## src/hw/dch_pkg.sv

```systemverilog
// Shared constants and types for the data channel break engine and its peripheral end.
package dch_pkg;
    localparam int WORD_W = 18;
    localparam int ADDR_W = 15;
    localparam int MCLK_MHZ = 40;
    // Worst case single cycle output latency in nanoseconds.
    localparam int SC_LATENCY_NS = 8500;
    localparam int SC_LATENCY_CYC = (SC_LATENCY_NS * MCLK_MHZ) / 1000;
    localparam int FIFO_DEPTH = 16;
    localparam logic [WORD_W-1:0] WORD_ONE = 18'h00001;
    localparam logic [ADDR_W-1:0] ADDR_ONE = 15'h0001;
    localparam logic [WORD_W-1:0] WORD_ZERO = 18'h00000;
    localparam logic [ADDR_W-1:0] ADDR_ZERO = 15'h0000;

    // Break kinds that the peripheral's request lines select.
    typedef enum logic [2:0] {
        BRK_SC_OUT = 3'h0,
        BRK_MC_IN = 3'h1,
        BRK_MC_OUT = 3'h2,
        BRK_ADD_MEM = 3'h3,
        BRK_INC_MEM = 3'h4
    } brk_kind_t;
endpackage

```

## src/hw/dch_if.sv

```systemverilog
// Interface joining the break engine and a peripheral controller on the I/O bus.
`timescale 1ns/100ps
interface dch_if;
    import dch_pkg::*;
    logic channel_break_request;
    logic read_request_line;
    logic write_request_line;
    logic increment_memory_line;
    logic inhibit_increment_line;
    logic [ADDR_W-1:0] io_address;
    logic [WORD_W-1:0] io_data_to_engine;
    logic [WORD_W-1:0] io_data_to_device;
    logic device_output_pulse;
    logic device_input_pulse;
    logic count_overflow_signal;
    logic break_done;

    modport engine (
        input channel_break_request, read_request_line, write_request_line,
        input increment_memory_line, inhibit_increment_line, io_address, io_data_to_engine,
        output io_data_to_device, device_output_pulse, device_input_pulse,
        output count_overflow_signal, break_done
    );
    modport device (
        output channel_break_request, read_request_line, write_request_line,
        output increment_memory_line, inhibit_increment_line, io_address, io_data_to_engine,
        input io_data_to_device, device_output_pulse, device_input_pulse,
        input count_overflow_signal, break_done
    );
endinterface

```

## src/hw/dch_engine.sv

```systemverilog
// Data channel break engine: serves peripheral breaks against core memory.
// Summary of operation
// - Single output: device address in, memory word out.
// - Address to data register, read, drive, output pulse.
// - Multicycle input: three processor and memory cycles.
// - Word count read/pause/write, plus one, rewrite.
// - Address plus one; increment current address; keep it.
// - Capture input data with input pulse at word count write.
// - Write buffer to memory on acknowledge, end.
// - Count carry raises overflow; finish current break.
// - Device stops requesting after overflow.
// - Multicycle output: read, stall, drive, output pulse.
// - Add to memory: sum, rewrite, drive, pulse.
// - Both request lines together select add to memory.
// - Increment memory line: word count cycle only.
// - Inhibit line keeps current address unchanged.
// - Back-to-back output requests handled like input.
// - Single output latency within worst case bound.
`timescale 1ns/100ps
module dch_engine
    import dch_pkg::*;
#(
    parameter int FDEPTH = FIFO_DEPTH
) (
    // Clock and reset.
    input wire logic mclk,
    input wire logic resetn,
    // Peripheral side.
    dch_if.engine io,
    // Memory side.
    output logic mem_req,
    output logic mem_write,
    output logic mem_rpw,
    output logic [ADDR_W-1:0] mem_addr,
    output logic [WORD_W-1:0] mem_wdata,
    input wire logic mem_addr_ack,
    input wire logic mem_rd_restart,
    input wire logic [WORD_W-1:0] mem_rdata,
    // Status.
    output logic busy,
    output logic latency_over
);
    import dch_pkg::*;

    typedef enum logic [3:0] {
        S_IDLE = 4'h0,
        S_WC_RD = 4'h1,
        S_WC_WR = 4'h2,
        S_CA_RD = 4'h3,
        S_CA_WR = 4'h4,
        S_DT_REQ = 4'h5,
        S_DT_RD = 4'h6,
        S_DT_WR = 4'h7,
        S_PULSE = 4'h8
    } eng_state_t;

    eng_state_t st_r, st_nxt;
    brk_kind_t kind_r, kind_nxt;
    logic [WORD_W-1:0] dsr_r, dsr_nxt;
    logic [ADDR_W-1:0] addr_r, addr_nxt;
    logic inh_r, inh_nxt;
    logic ovf_r, ovf_nxt;
    logic opulse_r, opulse_nxt;
    logic ipulse_r, ipulse_nxt;
    logic done_r, done_nxt;
    logic wait_low_r, wait_low_nxt;
    logic [WORD_W-1:0] dout_r, dout_nxt;
    logic [15:0] lat_r, lat_nxt;
    logic late_r, late_nxt;
    logic [WORD_W:0] sum;
    // Pins from the peripheral are synchronised before any decision.
    logic req_s1_r, req_s2_r, rd_s1_r, rd_s2_r, wr_s1_r, wr_s2_r;
    logic inc_s1_r, inc_s2_r, inh_s1_r, inh_s2_r;
    logic [ADDR_W-1:0] adr_s1_r, adr_s2_r;
    logic [WORD_W-1:0] dat_s1_r, dat_s2_r;
    // Input words pass through the FIFO; the engine drains it in the write cycle.
    logic fifo_in_ready, fifo_out_valid, fifo_pop;
    logic [WORD_W-1:0] fifo_out_data;

    word_fifo #(.WIDTH(WORD_W), .DEPTH(FDEPTH)) u_fifo (
        .mclk(mclk),
        .resetn(resetn),
        .in_valid(ipulse_r),
        .in_ready(fifo_in_ready),
        .in_data(dat_s2_r),
        .out_valid(fifo_out_valid),
        .out_ready(fifo_pop),
        .out_data(fifo_out_data)
    );

    always_ff @(posedge mclk or negedge resetn) begin
        if (!resetn) begin
            {req_s1_r, req_s2_r, rd_s1_r, rd_s2_r, wr_s1_r, wr_s2_r} <= '0;
            {inc_s1_r, inc_s2_r, inh_s1_r, inh_s2_r} <= '0;
            adr_s1_r <= ADDR_ZERO;
            adr_s2_r <= ADDR_ZERO;
            dat_s1_r <= WORD_ZERO;
            dat_s2_r <= WORD_ZERO;
        end else begin
            {req_s1_r, rd_s1_r, wr_s1_r} <= {io.channel_break_request,
                io.read_request_line, io.write_request_line};
            {inc_s1_r, inh_s1_r} <= {io.increment_memory_line, io.inhibit_increment_line};
            {req_s2_r, rd_s2_r, wr_s2_r, inc_s2_r, inh_s2_r} <=
                {req_s1_r, rd_s1_r, wr_s1_r, inc_s1_r, inh_s1_r};
            adr_s1_r <= io.io_address;
            adr_s2_r <= adr_s1_r;
            dat_s1_r <= io.io_data_to_engine;
            dat_s2_r <= dat_s1_r;
        end
    end

    // The buffered word feeds the adder only in the add-to-memory data cycle.
    assign sum = {1'b0, dsr_r} +
        {1'b0, (kind_r == BRK_ADD_MEM && st_r == S_DT_WR) ? fifo_out_data : WORD_ONE};
    assign fifo_pop = (st_r == S_DT_WR) && mem_addr_ack && fifo_out_valid;
    assign busy = (st_r != S_IDLE);
    assign io.device_output_pulse = opulse_r;
    assign io.device_input_pulse = ipulse_r;
    assign io.count_overflow_signal = ovf_r;
    assign io.io_data_to_device = dout_r;
    assign io.break_done = done_r;
    assign latency_over = late_r;

    always_comb begin
        st_nxt = st_r;
        kind_nxt = kind_r;
        dsr_nxt = dsr_r;
        addr_nxt = addr_r;
        inh_nxt = inh_r;
        ovf_nxt = ovf_r;
        opulse_nxt = 1'b0;
        ipulse_nxt = 1'b0;
        done_nxt = 1'b0;
        wait_low_nxt = wait_low_r && req_s2_r;
        dout_nxt = dout_r;
        lat_nxt = lat_r;
        late_nxt = late_r;
        mem_req = 1'b0;
        mem_write = 1'b0;
        mem_rpw = 1'b0;
        mem_addr = dsr_r[ADDR_W-1:0];
        mem_wdata = dsr_r;
        if (st_r != S_IDLE && lat_r != 16'hFFFF) begin
            lat_nxt = lat_r + 16'h0001;
        end
        unique case (st_r)
            S_IDLE: begin
                // A new break is taken only once the last one has fully ended.
                // The synchroniser still shows a finished request for two clocks, so a new
                // break waits until the request line has been seen low.
                if (req_s2_r && !done_r && !wait_low_r) begin
                    lat_nxt = 16'h0000;
                    late_nxt = 1'b0;
                    dsr_nxt = {{(WORD_W-ADDR_W){1'b0}}, adr_s2_r};
                    addr_nxt = adr_s2_r;
                    inh_nxt = inh_s2_r;
                    if (inc_s2_r) begin
                        kind_nxt = BRK_INC_MEM;
                        st_nxt = S_WC_RD;
                    end else if (rd_s2_r && wr_s2_r) begin
                        kind_nxt = BRK_ADD_MEM;
                        st_nxt = S_WC_RD;
                    end else if (wr_s2_r) begin
                        kind_nxt = BRK_MC_IN;
                        st_nxt = S_WC_RD;
                    end else if (rd_s2_r) begin
                        kind_nxt = BRK_MC_OUT;
                        st_nxt = S_WC_RD;
                    end else begin
                        kind_nxt = BRK_SC_OUT;
                        st_nxt = S_DT_RD;
                    end
                end
            end
            S_WC_RD, S_CA_RD: begin
                mem_req = 1'b1;
                mem_rpw = 1'b1;
                if (mem_rd_restart) begin
                    dsr_nxt = mem_rdata;
                    st_nxt = (st_r == S_WC_RD) ? S_WC_WR : S_CA_WR;
                end
            end
            S_WC_WR: begin
                mem_req = 1'b1;
                mem_write = 1'b1;
                mem_addr = addr_r;
                mem_wdata = sum[WORD_W-1:0];
                if (mem_addr_ack) begin
                    if (sum[WORD_W]) begin
                        ovf_nxt = 1'b1;
                    end
                    if (kind_r == BRK_INC_MEM) begin
                        st_nxt = S_IDLE;
                        done_nxt = 1'b1;
                    end else begin
                        addr_nxt = addr_r + ADDR_ONE;
                        dsr_nxt = {{(WORD_W-ADDR_W){1'b0}}, addr_r + ADDR_ONE};
                        st_nxt = S_CA_RD;
                        ipulse_nxt = (kind_r == BRK_MC_IN || kind_r == BRK_ADD_MEM)
                            && fifo_in_ready;
                    end
                end
            end
            S_CA_WR: begin
                mem_req = 1'b1;
                mem_write = 1'b1;
                mem_addr = addr_r;
                mem_wdata = inh_r ? dsr_r : sum[WORD_W-1:0];
                if (mem_addr_ack) begin
                    dsr_nxt = mem_wdata;
                    addr_nxt = mem_wdata[ADDR_W-1:0];
                    st_nxt = (kind_r == BRK_MC_IN) ? S_DT_WR : S_DT_RD;
                end
            end
            S_DT_RD: begin
                // The engine stalls here until memory restarts it.
                mem_req = 1'b1;
                mem_rpw = (kind_r == BRK_ADD_MEM);
                if (mem_rd_restart) begin
                    dsr_nxt = mem_rdata;
                    st_nxt = (kind_r == BRK_ADD_MEM) ? S_DT_WR : S_PULSE;
                end
            end
            S_DT_WR: begin
                mem_req = fifo_out_valid || kind_r == BRK_ADD_MEM;
                // In add to memory the data register holds the memory word here, so the address comes from addr_r.
                mem_addr = addr_r;
                mem_write = 1'b1;
                mem_wdata = (kind_r == BRK_ADD_MEM) ? sum[WORD_W-1:0] : fifo_out_data;
                if (mem_addr_ack && mem_req) begin
                    dsr_nxt = mem_wdata;
                    if (kind_r == BRK_ADD_MEM) begin
                        st_nxt = S_PULSE;
                    end else begin
                        st_nxt = S_IDLE;
                        done_nxt = 1'b1;
                    end
                end
            end
            S_PULSE: begin
                dout_nxt = dsr_r;
                opulse_nxt = 1'b1;
                done_nxt = 1'b1;
                st_nxt = S_IDLE;
                if (kind_r == BRK_SC_OUT && lat_r > 16'(SC_LATENCY_CYC)) begin
                    late_nxt = 1'b1;
                end
            end
            default: st_nxt = S_IDLE;
        endcase
        if (ipulse_r) begin
            ipulse_nxt = 1'b0;
        end
        if (done_nxt) begin
            wait_low_nxt = 1'b1;
        end
    end

    always_ff @(posedge mclk or negedge resetn) begin
        if (!resetn) begin
            st_r <= S_IDLE;
            kind_r <= BRK_SC_OUT;
            dsr_r <= WORD_ZERO;
            addr_r <= ADDR_ZERO;
            inh_r <= 1'b0;
            ovf_r <= 1'b0;
            opulse_r <= 1'b0;
            ipulse_r <= 1'b0;
            done_r <= 1'b0;
            wait_low_r <= 1'b0;
            dout_r <= WORD_ZERO;
            lat_r <= 16'h0000;
            late_r <= 1'b0;
        end else begin
            st_r <= st_nxt;
            kind_r <= kind_nxt;
            dsr_r <= dsr_nxt;
            addr_r <= addr_nxt;
            inh_r <= inh_nxt;
            ovf_r <= ovf_nxt;
            opulse_r <= opulse_nxt;
            ipulse_r <= ipulse_nxt;
            done_r <= done_nxt;
            wait_low_r <= wait_low_nxt;
            dout_r <= dout_nxt;
            lat_r <= lat_nxt;
            late_r <= late_nxt;
        end
    end
endmodule // dch_engine

```

## src/hw/word_fifo.sv

```systemverilog
// Parameterised flip-flop FIFO with valid and ready on both sides.
`timescale 1ns/100ps
module word_fifo #(
    parameter int WIDTH = 18,
    parameter int DEPTH = 16
) (
    // Clock and reset.
    input wire logic mclk,
    input wire logic resetn,
    // Fill side.
    input wire logic in_valid,
    output logic in_ready,
    input wire logic [WIDTH-1:0] in_data,
    // Drain side.
    output logic out_valid,
    input wire logic out_ready,
    output logic [WIDTH-1:0] out_data
);
    localparam int PW = $clog2(DEPTH);
    logic [WIDTH-1:0] mem_r [DEPTH];
    logic [WIDTH-1:0] mem_nxt [DEPTH];
    logic [PW-1:0] wp_r, wp_nxt, rp_r, rp_nxt;
    logic [PW:0] cnt_r, cnt_nxt;
    logic push, pop;

    assign in_ready = (cnt_r != (PW+1)'(DEPTH));
    assign out_valid = (cnt_r != '0);
    assign out_data = mem_r[rp_r];
    assign push = in_valid && in_ready;
    assign pop = out_valid && out_ready;

    always_comb begin
        wp_nxt = push ? wp_r + 1'b1 : wp_r;
        rp_nxt = pop ? rp_r + 1'b1 : rp_r;
        cnt_nxt = cnt_r + (PW+1)'(push) - (PW+1)'(pop);
        for (int i = 0; i < DEPTH; i++) begin
            mem_nxt[i] = (push && wp_r == PW'(i)) ? in_data : mem_r[i];
        end
    end

    always_ff @(posedge mclk or negedge resetn) begin
        if (!resetn) begin
            wp_r <= '0;
            rp_r <= '0;
            cnt_r <= '0;
            for (int i = 0; i < DEPTH; i++) begin
                mem_r[i] <= '0;
            end
        end else begin
            wp_r <= wp_nxt;
            rp_r <= rp_nxt;
            cnt_r <= cnt_nxt;
            mem_r <= mem_nxt;
        end
    end
endmodule // word_fifo

```

## src/flat_wrapper.sv

```systemverilog
// flat-port wrapper written by rule: the top's interface ports become plain ports
module dch_engine_flat import dch_pkg::*;
#(
    parameter int FDEPTH = FIFO_DEPTH
)
  (mclk, resetn, mem_req, mem_write, mem_rpw, mem_addr, mem_wdata, mem_addr_ack, mem_rd_restart, mem_rdata, busy, latency_over, io_channel_break_request, io_read_request_line, io_write_request_line, io_increment_memory_line, io_inhibit_increment_line, io_io_address, io_io_data_to_engine, io_io_data_to_device, io_device_output_pulse, io_device_input_pulse, io_count_overflow_signal, io_break_done);
  dch_if io_i ();
  input wire logic mclk;
  input wire logic resetn;
  output logic mem_req;
  output logic mem_write;
  output logic mem_rpw;
  output logic [ADDR_W-1:0] mem_addr;
  output logic [WORD_W-1:0] mem_wdata;
  input wire logic mem_addr_ack;
  input wire logic mem_rd_restart;
  input wire logic [WORD_W-1:0] mem_rdata;
  output logic busy;
  output logic latency_over;
  input wire logic [$bits(io_i.channel_break_request)-1:0] io_channel_break_request;
  input wire logic [$bits(io_i.read_request_line)-1:0] io_read_request_line;
  input wire logic [$bits(io_i.write_request_line)-1:0] io_write_request_line;
  input wire logic [$bits(io_i.increment_memory_line)-1:0] io_increment_memory_line;
  input wire logic [$bits(io_i.inhibit_increment_line)-1:0] io_inhibit_increment_line;
  input wire logic [$bits(io_i.io_address)-1:0] io_io_address;
  input wire logic [$bits(io_i.io_data_to_engine)-1:0] io_io_data_to_engine;
  output wire logic [$bits(io_i.io_data_to_device)-1:0] io_io_data_to_device;
  output wire logic [$bits(io_i.device_output_pulse)-1:0] io_device_output_pulse;
  output wire logic [$bits(io_i.device_input_pulse)-1:0] io_device_input_pulse;
  output wire logic [$bits(io_i.count_overflow_signal)-1:0] io_count_overflow_signal;
  output wire logic [$bits(io_i.break_done)-1:0] io_break_done;
  assign io_i.channel_break_request = io_channel_break_request;
  assign io_i.read_request_line = io_read_request_line;
  assign io_i.write_request_line = io_write_request_line;
  assign io_i.increment_memory_line = io_increment_memory_line;
  assign io_i.inhibit_increment_line = io_inhibit_increment_line;
  assign io_i.io_address = io_io_address;
  assign io_i.io_data_to_engine = io_io_data_to_engine;
  assign io_io_data_to_device = io_i.io_data_to_device;
  assign io_device_output_pulse = io_i.device_output_pulse;
  assign io_device_input_pulse = io_i.device_input_pulse;
  assign io_count_overflow_signal = io_i.count_overflow_signal;
  assign io_break_done = io_i.break_done;
  dch_engine #(.FDEPTH(FDEPTH)) u_core (.mclk(mclk), .resetn(resetn), .io(io_i), .mem_req(mem_req), .mem_write(mem_write), .mem_rpw(mem_rpw), .mem_addr(mem_addr), .mem_wdata(mem_wdata), .mem_addr_ack(mem_addr_ack), .mem_rd_restart(mem_rd_restart), .mem_rdata(mem_rdata), .busy(busy), .latency_over(latency_over));
endmodule
```

## config.mk

```make
export PLATFORM = sky130hd
export DESIGN_NAME = dch_engine_flat
export DESIGN_NICKNAME = d
export VERILOG_FILES = /design/src/hw/dch_pkg.sv /design/src/hw/dch_if.sv /design/src/hw/dch_engine.sv /design/src/hw/word_fifo.sv /design/src/flat_wrapper.sv
export SDC_FILE = /design/constraint.sdc
export NUM_CORES = 1
export LEC_CHECK = 0
export BUFFER_PORTS_ARGS = -buffer_cell sky130_fd_sc_hd__buf_2
export CAP_MARGIN = 30
export CORE_MARGIN = 10
export CORE_UTILIZATION = 50
export DETAILED_ROUTE_END_ITERATION = 10
export GPL_ROUTABILITY_DRIVEN = 0
export PLACE_DENSITY_LB_ADDON = 0.05
export SLEW_MARGIN = 20
export SYNTH_ARGS = -nofsm -noshare
export SYNTH_HDL_FRONTEND = slang
export SYNTH_HIERARCHICAL = 1
export SYNTH_SLANG_ARGS = --single-unit
```

## constraint.sdc

```tcl
create_clock -name mclk -period 5.3 [get_ports mclk]
set_input_delay 0.53 -clock mclk [delete_from_list [all_inputs] [get_ports mclk]]
set_output_delay 0.53 -clock mclk [all_outputs]
set_load 0.005 [all_outputs]
```

==> impl_metrics.csv <==
group,metric,value,unit
clock_tree,clock-sinks,458,
critical_path,cp_data_arrival_time,4.64,ns
clock_tree,clk_pin_slew_worst_paths,0.06,ns
finish,final_common_cell,"dfrtp_1",
sta,rsz0062_at_grt,"true",
power,vdd_drop_max,344.2,uV
global_route,grt_pass1_wl,92430,um
global_route,track_usage,22.10,%
placement,dp_slack,0.4279,ns
clock_tree,cts_root_buf,"clkbuf_16",
power,totalPowerFinal,12.11,mW
critical_path,crit_path_end,"mem_wdata[17]",
floorplan,rows,77,
floorplan,dieHeight,231.4,um
synth,yosysSeqAreaShare,51.30,%
critical_path,crit_required,4.77,ns
clock_tree,clk_latency,0.60,ns
sta,worstMarginPinSlew,0.9579,ns
sta,finalCriticalPeriod,5.167,ns
clock_tree,numCtsBuffers,50,
route,ant_nets,0,
synth,ys_ff_latch,458,
critical_path,r2r_cells,16,
route,viasPerCell,5.951,
clock_tree,h-tree-depth,2,
synth,async_flop_share,100.0,%
power,comb_power_share,34.5,%
floorplan,core-area,44220,um2
critical_path,crit_start,"u_core/u_fifo/rp_r[0]$_DFFE_PN0P_",
floorplan,start_util,50.52,%
clock_tree,cts_max_path_buffers,3,
critical_path,r2r_setup_slack,1.17,ns
finish,layout_common_cells,"dfrtp_1, mux2_2, nand2_1",
critical_path,cp-start-kind,"flip-flop",
route,wl_per_cell,23.49,um
placement,dpl_cell_area,23500,um2
sta,drv_slew,0,
critical_path,r2r_end,"u_core/dsr_r[10]$_DFFE_PN0P_",
finish,layout-drive-gt1-share,35.50,%
sta,max-slew-margin-rel,36.14,%
synth,synth_cells,1783,
power,p_leak,12.39,nW
power,power_density,473.8,nW/um2
critical_path,rr_startpoint,"u_core/u_fifo/rp_r[0]$_DFFE_PN0P_",
global_route,antenna_found_initial,0,
finish,design_area,25570,um2
finish,fill_cells,3622,
synth,ys_types,86,
critical_path,path_max_fanout,18,
synth,syn_area,22340,um2
synth,yosys_warnings,6,
power,p_sw_share,35.84,%
run_status,outcome,"finished, final reports clean",
synth,yosys.area.top_type_share,51.30,%
placement,dpl.hpwl,38050,um
sta,finalHoldViolCount,0,
synth,syn_nets,1877,
placement,placement.io_buffers,119,
synth,avgSynthCellArea,12.53,um2
floorplan,io_pins,120,
sta,skew,0.01286,ns
route,drt_iter0_drc,1235,
critical_path,end_kind,"output pin",
sta,fin_ws,0.1331,ns
finish,areaGrowthSynthToFinish,14.45,%
synth,synth_flop_cell,"dfrtp_1",
floorplan,die_w,231.4,um
route,finalWirelength,59470,um
power,p_sw,4.342,mW
floorplan,dieArea,53540,um2
power,p_seq_share,36.1,%
worst_hold_path,hold_class,"in -> async",
global_route,grt_pass1_vias,15361,
power,clkPwrFrac,29.4,%
synth,yosys.area.top_type,"dfrtp_1",
sta,report.final.setup_viol,0,
route,drc,0,
synth,synth_edf_count,0,
global_route,gr-total-overflow,0,
sta,fmax,0.1935,GHz
synth,yosys-top-cells-area,"dfrtp_1, mux2_2, mux2i_1",
clock_tree,cts_tree,"done",
job,timing.max_cap.violations,0,
critical_path,worstSetupPathType,"reg -> out",
sta,min_period_over_period,97.49,%
power,p_int,7.772,mW
global_route,grt_max_degree,121,
route,dr.pass1.iters,6,
finish,nets,1991,
route,routed-via-count,15067,
==> what timing repair did <==
action | 4_1_cts | 5_1_grt
setup buffers | 6 | 6
hold buffers | 0 | 2
pin swaps | 0 | 13
setup endpoints to repair | 12 | 12
hold endpoints to repair | 0 | 2
gates resized for setup | 4 | 52
==> sequential cells by signal, indices dropped and copies added, names as in the netlist, 3 cells and up <==
name	count
u_core/adr_s1_r	15
u_core/u_fifo/rp_r	4
u_core/io.io_data_to_device	18
u_core/u_fifo/cnt_r	5
u_core/kind_r	3
u_core/dsr_r	18
u_core/dat_s1_r	18
u_core/st_r	4
u_core/u_fifo/wp_r	4
u_core/lat_r	16
u_core/dat_s2_r	18
u_core/u_fifo/mem_r	288
u_core/adr_s2_r	15
u_core/addr_r	15
==> cell families (layout without fill, tap and decap cells) <==
family | count (synthesis) | count (layout) | synth area share (%)
AO/OA/AOI/OAI | 297 | 297 | 9.178
flip-flops | 458 | 458 | 51.30
other | 0 | 2 | 0
multiplexers | 428 | 428 | 23.69
adder cells (fa/ha/maj) | 34 | 34 | 1.971
buffers and inverters | 151 | 306 | 3.366
AND/OR/NAND/NOR | 365 | 365 | 8.540
XOR/XNOR | 50 | 50 | 1.960
==> final cells by class <==
class                      instances  area, um2  area share, %
clock buffer                      71       1471          5.754
tap                              592      740.7          2.897
multi-input combinational       1174      10350          40.47
sequential                       458      11470          44.84
antenna                            2      5.005        0.01957
timing repair buffer             183       1209          4.727
inverter                          30      112.6         0.4404
clock inverter                    22      217.7         0.8514
==> worst max-delay path, cell delays in order (launching register included) <==
cell      delay, ns
dfrtp_4        0.53
buf_12         0.16
buf_16         0.18
mux4_2         0.51
a22oi_1        0.23
nand2_2        0.14
and3_1         0.17
ha_1           0.33
a21oi_1        0.15
nand2_1        0.11
a211oi_2       0.24
buf_4          0.17
o21bai_1       0.07
a21o_1         0.21
xnor2_1        0.14
a222oi_1       0.33
nand3_1        0.18
buf_2          0.17
==> power by group through the flow <==
stage	combinational (mW)	sequential, mW	clock [mW]
after detailed placement	3.95	4.47	0
after floorplan	2.79	4.20	0
after global routing	4.56	4.43	3.80
after CTS	4.09	4.37	3.64
final	4.18	4.37	3.56
after global placement	3.93	4.46	0
==> Yosys cell counts (10+ instances only) <==
master and n:
inv_1 29, a21o_1 10, nor2_1 80, mux2_2 264, ha_1 32, a22oi_1 33, nand3_1 18, xnor2_1 26
and3_1 27, a21oi_1 55, mux2_4 45, buf_4 14, dfrtp_1 458, mux4_2 36, nor3_1 10, mux2i_1 81
clkbuf_1 60, o21ai_0 70, buf_2 29, a221oi_1 44, a31oi_1 18, nand2_1 143, nand4_1 10, xor2_1 24
==> stage by stage <==
stage | cells | TNS, ns | hold slack (ns) | util, %
detailed placement | 2423 | 0 | 0.3347 | 53.14
CTS | 2522 | 0 | 0.0002782 | 57.17
global placement | 2422 | 0 | 0.3316 | 53.13
global route | 2530 | -0.2331 | 0.0006004 | 57.81
finish | 2532 | 0 | 0.005842 | 57.82
floorplan | 1783 | 0 | 0.2344 | -
==> worst min-delay path by stage <==
stage          slack [ns]                       endpoint                     startpoint  cells past startpoint
3_3_place_gp         0.33   u_core/dat_s2_r[4]$_DFF_PN0_   u_core/dat_s1_r[4]$_DFF_PN0_                      0
6_report            0.006      u_core/inh_s2_r$_DFF_PN0_                         resetn                      1
5_1_grt            0.0006  u_core/dat_s1_r[16]$_DFF_PN0_       io_io_data_to_engine[16]                      1
4_1_cts            0.0003   u_core/dat_s1_r[4]$_DFF_PN0_        io_io_data_to_engine[4]                      1
2_1_floorplan        0.23   u_core/addr_r[0]$_DFFE_PN0P_                         resetn                      0
3_5_place_dp         0.33  u_core/dat_s2_r[11]$_DFF_PN0_  u_core/dat_s1_r[11]$_DFF_PN0_                      0
==> metal layers <==
layer	global-route usage, %	vias up	wire length, um
li1	-	6779	-
met1	29.20	7680	26030
met2	35.96	506	28390
met3	4.483	102	3382
met4	7.112	0	1668
met5	0	-	0
(Power assumes the default switching activity.)
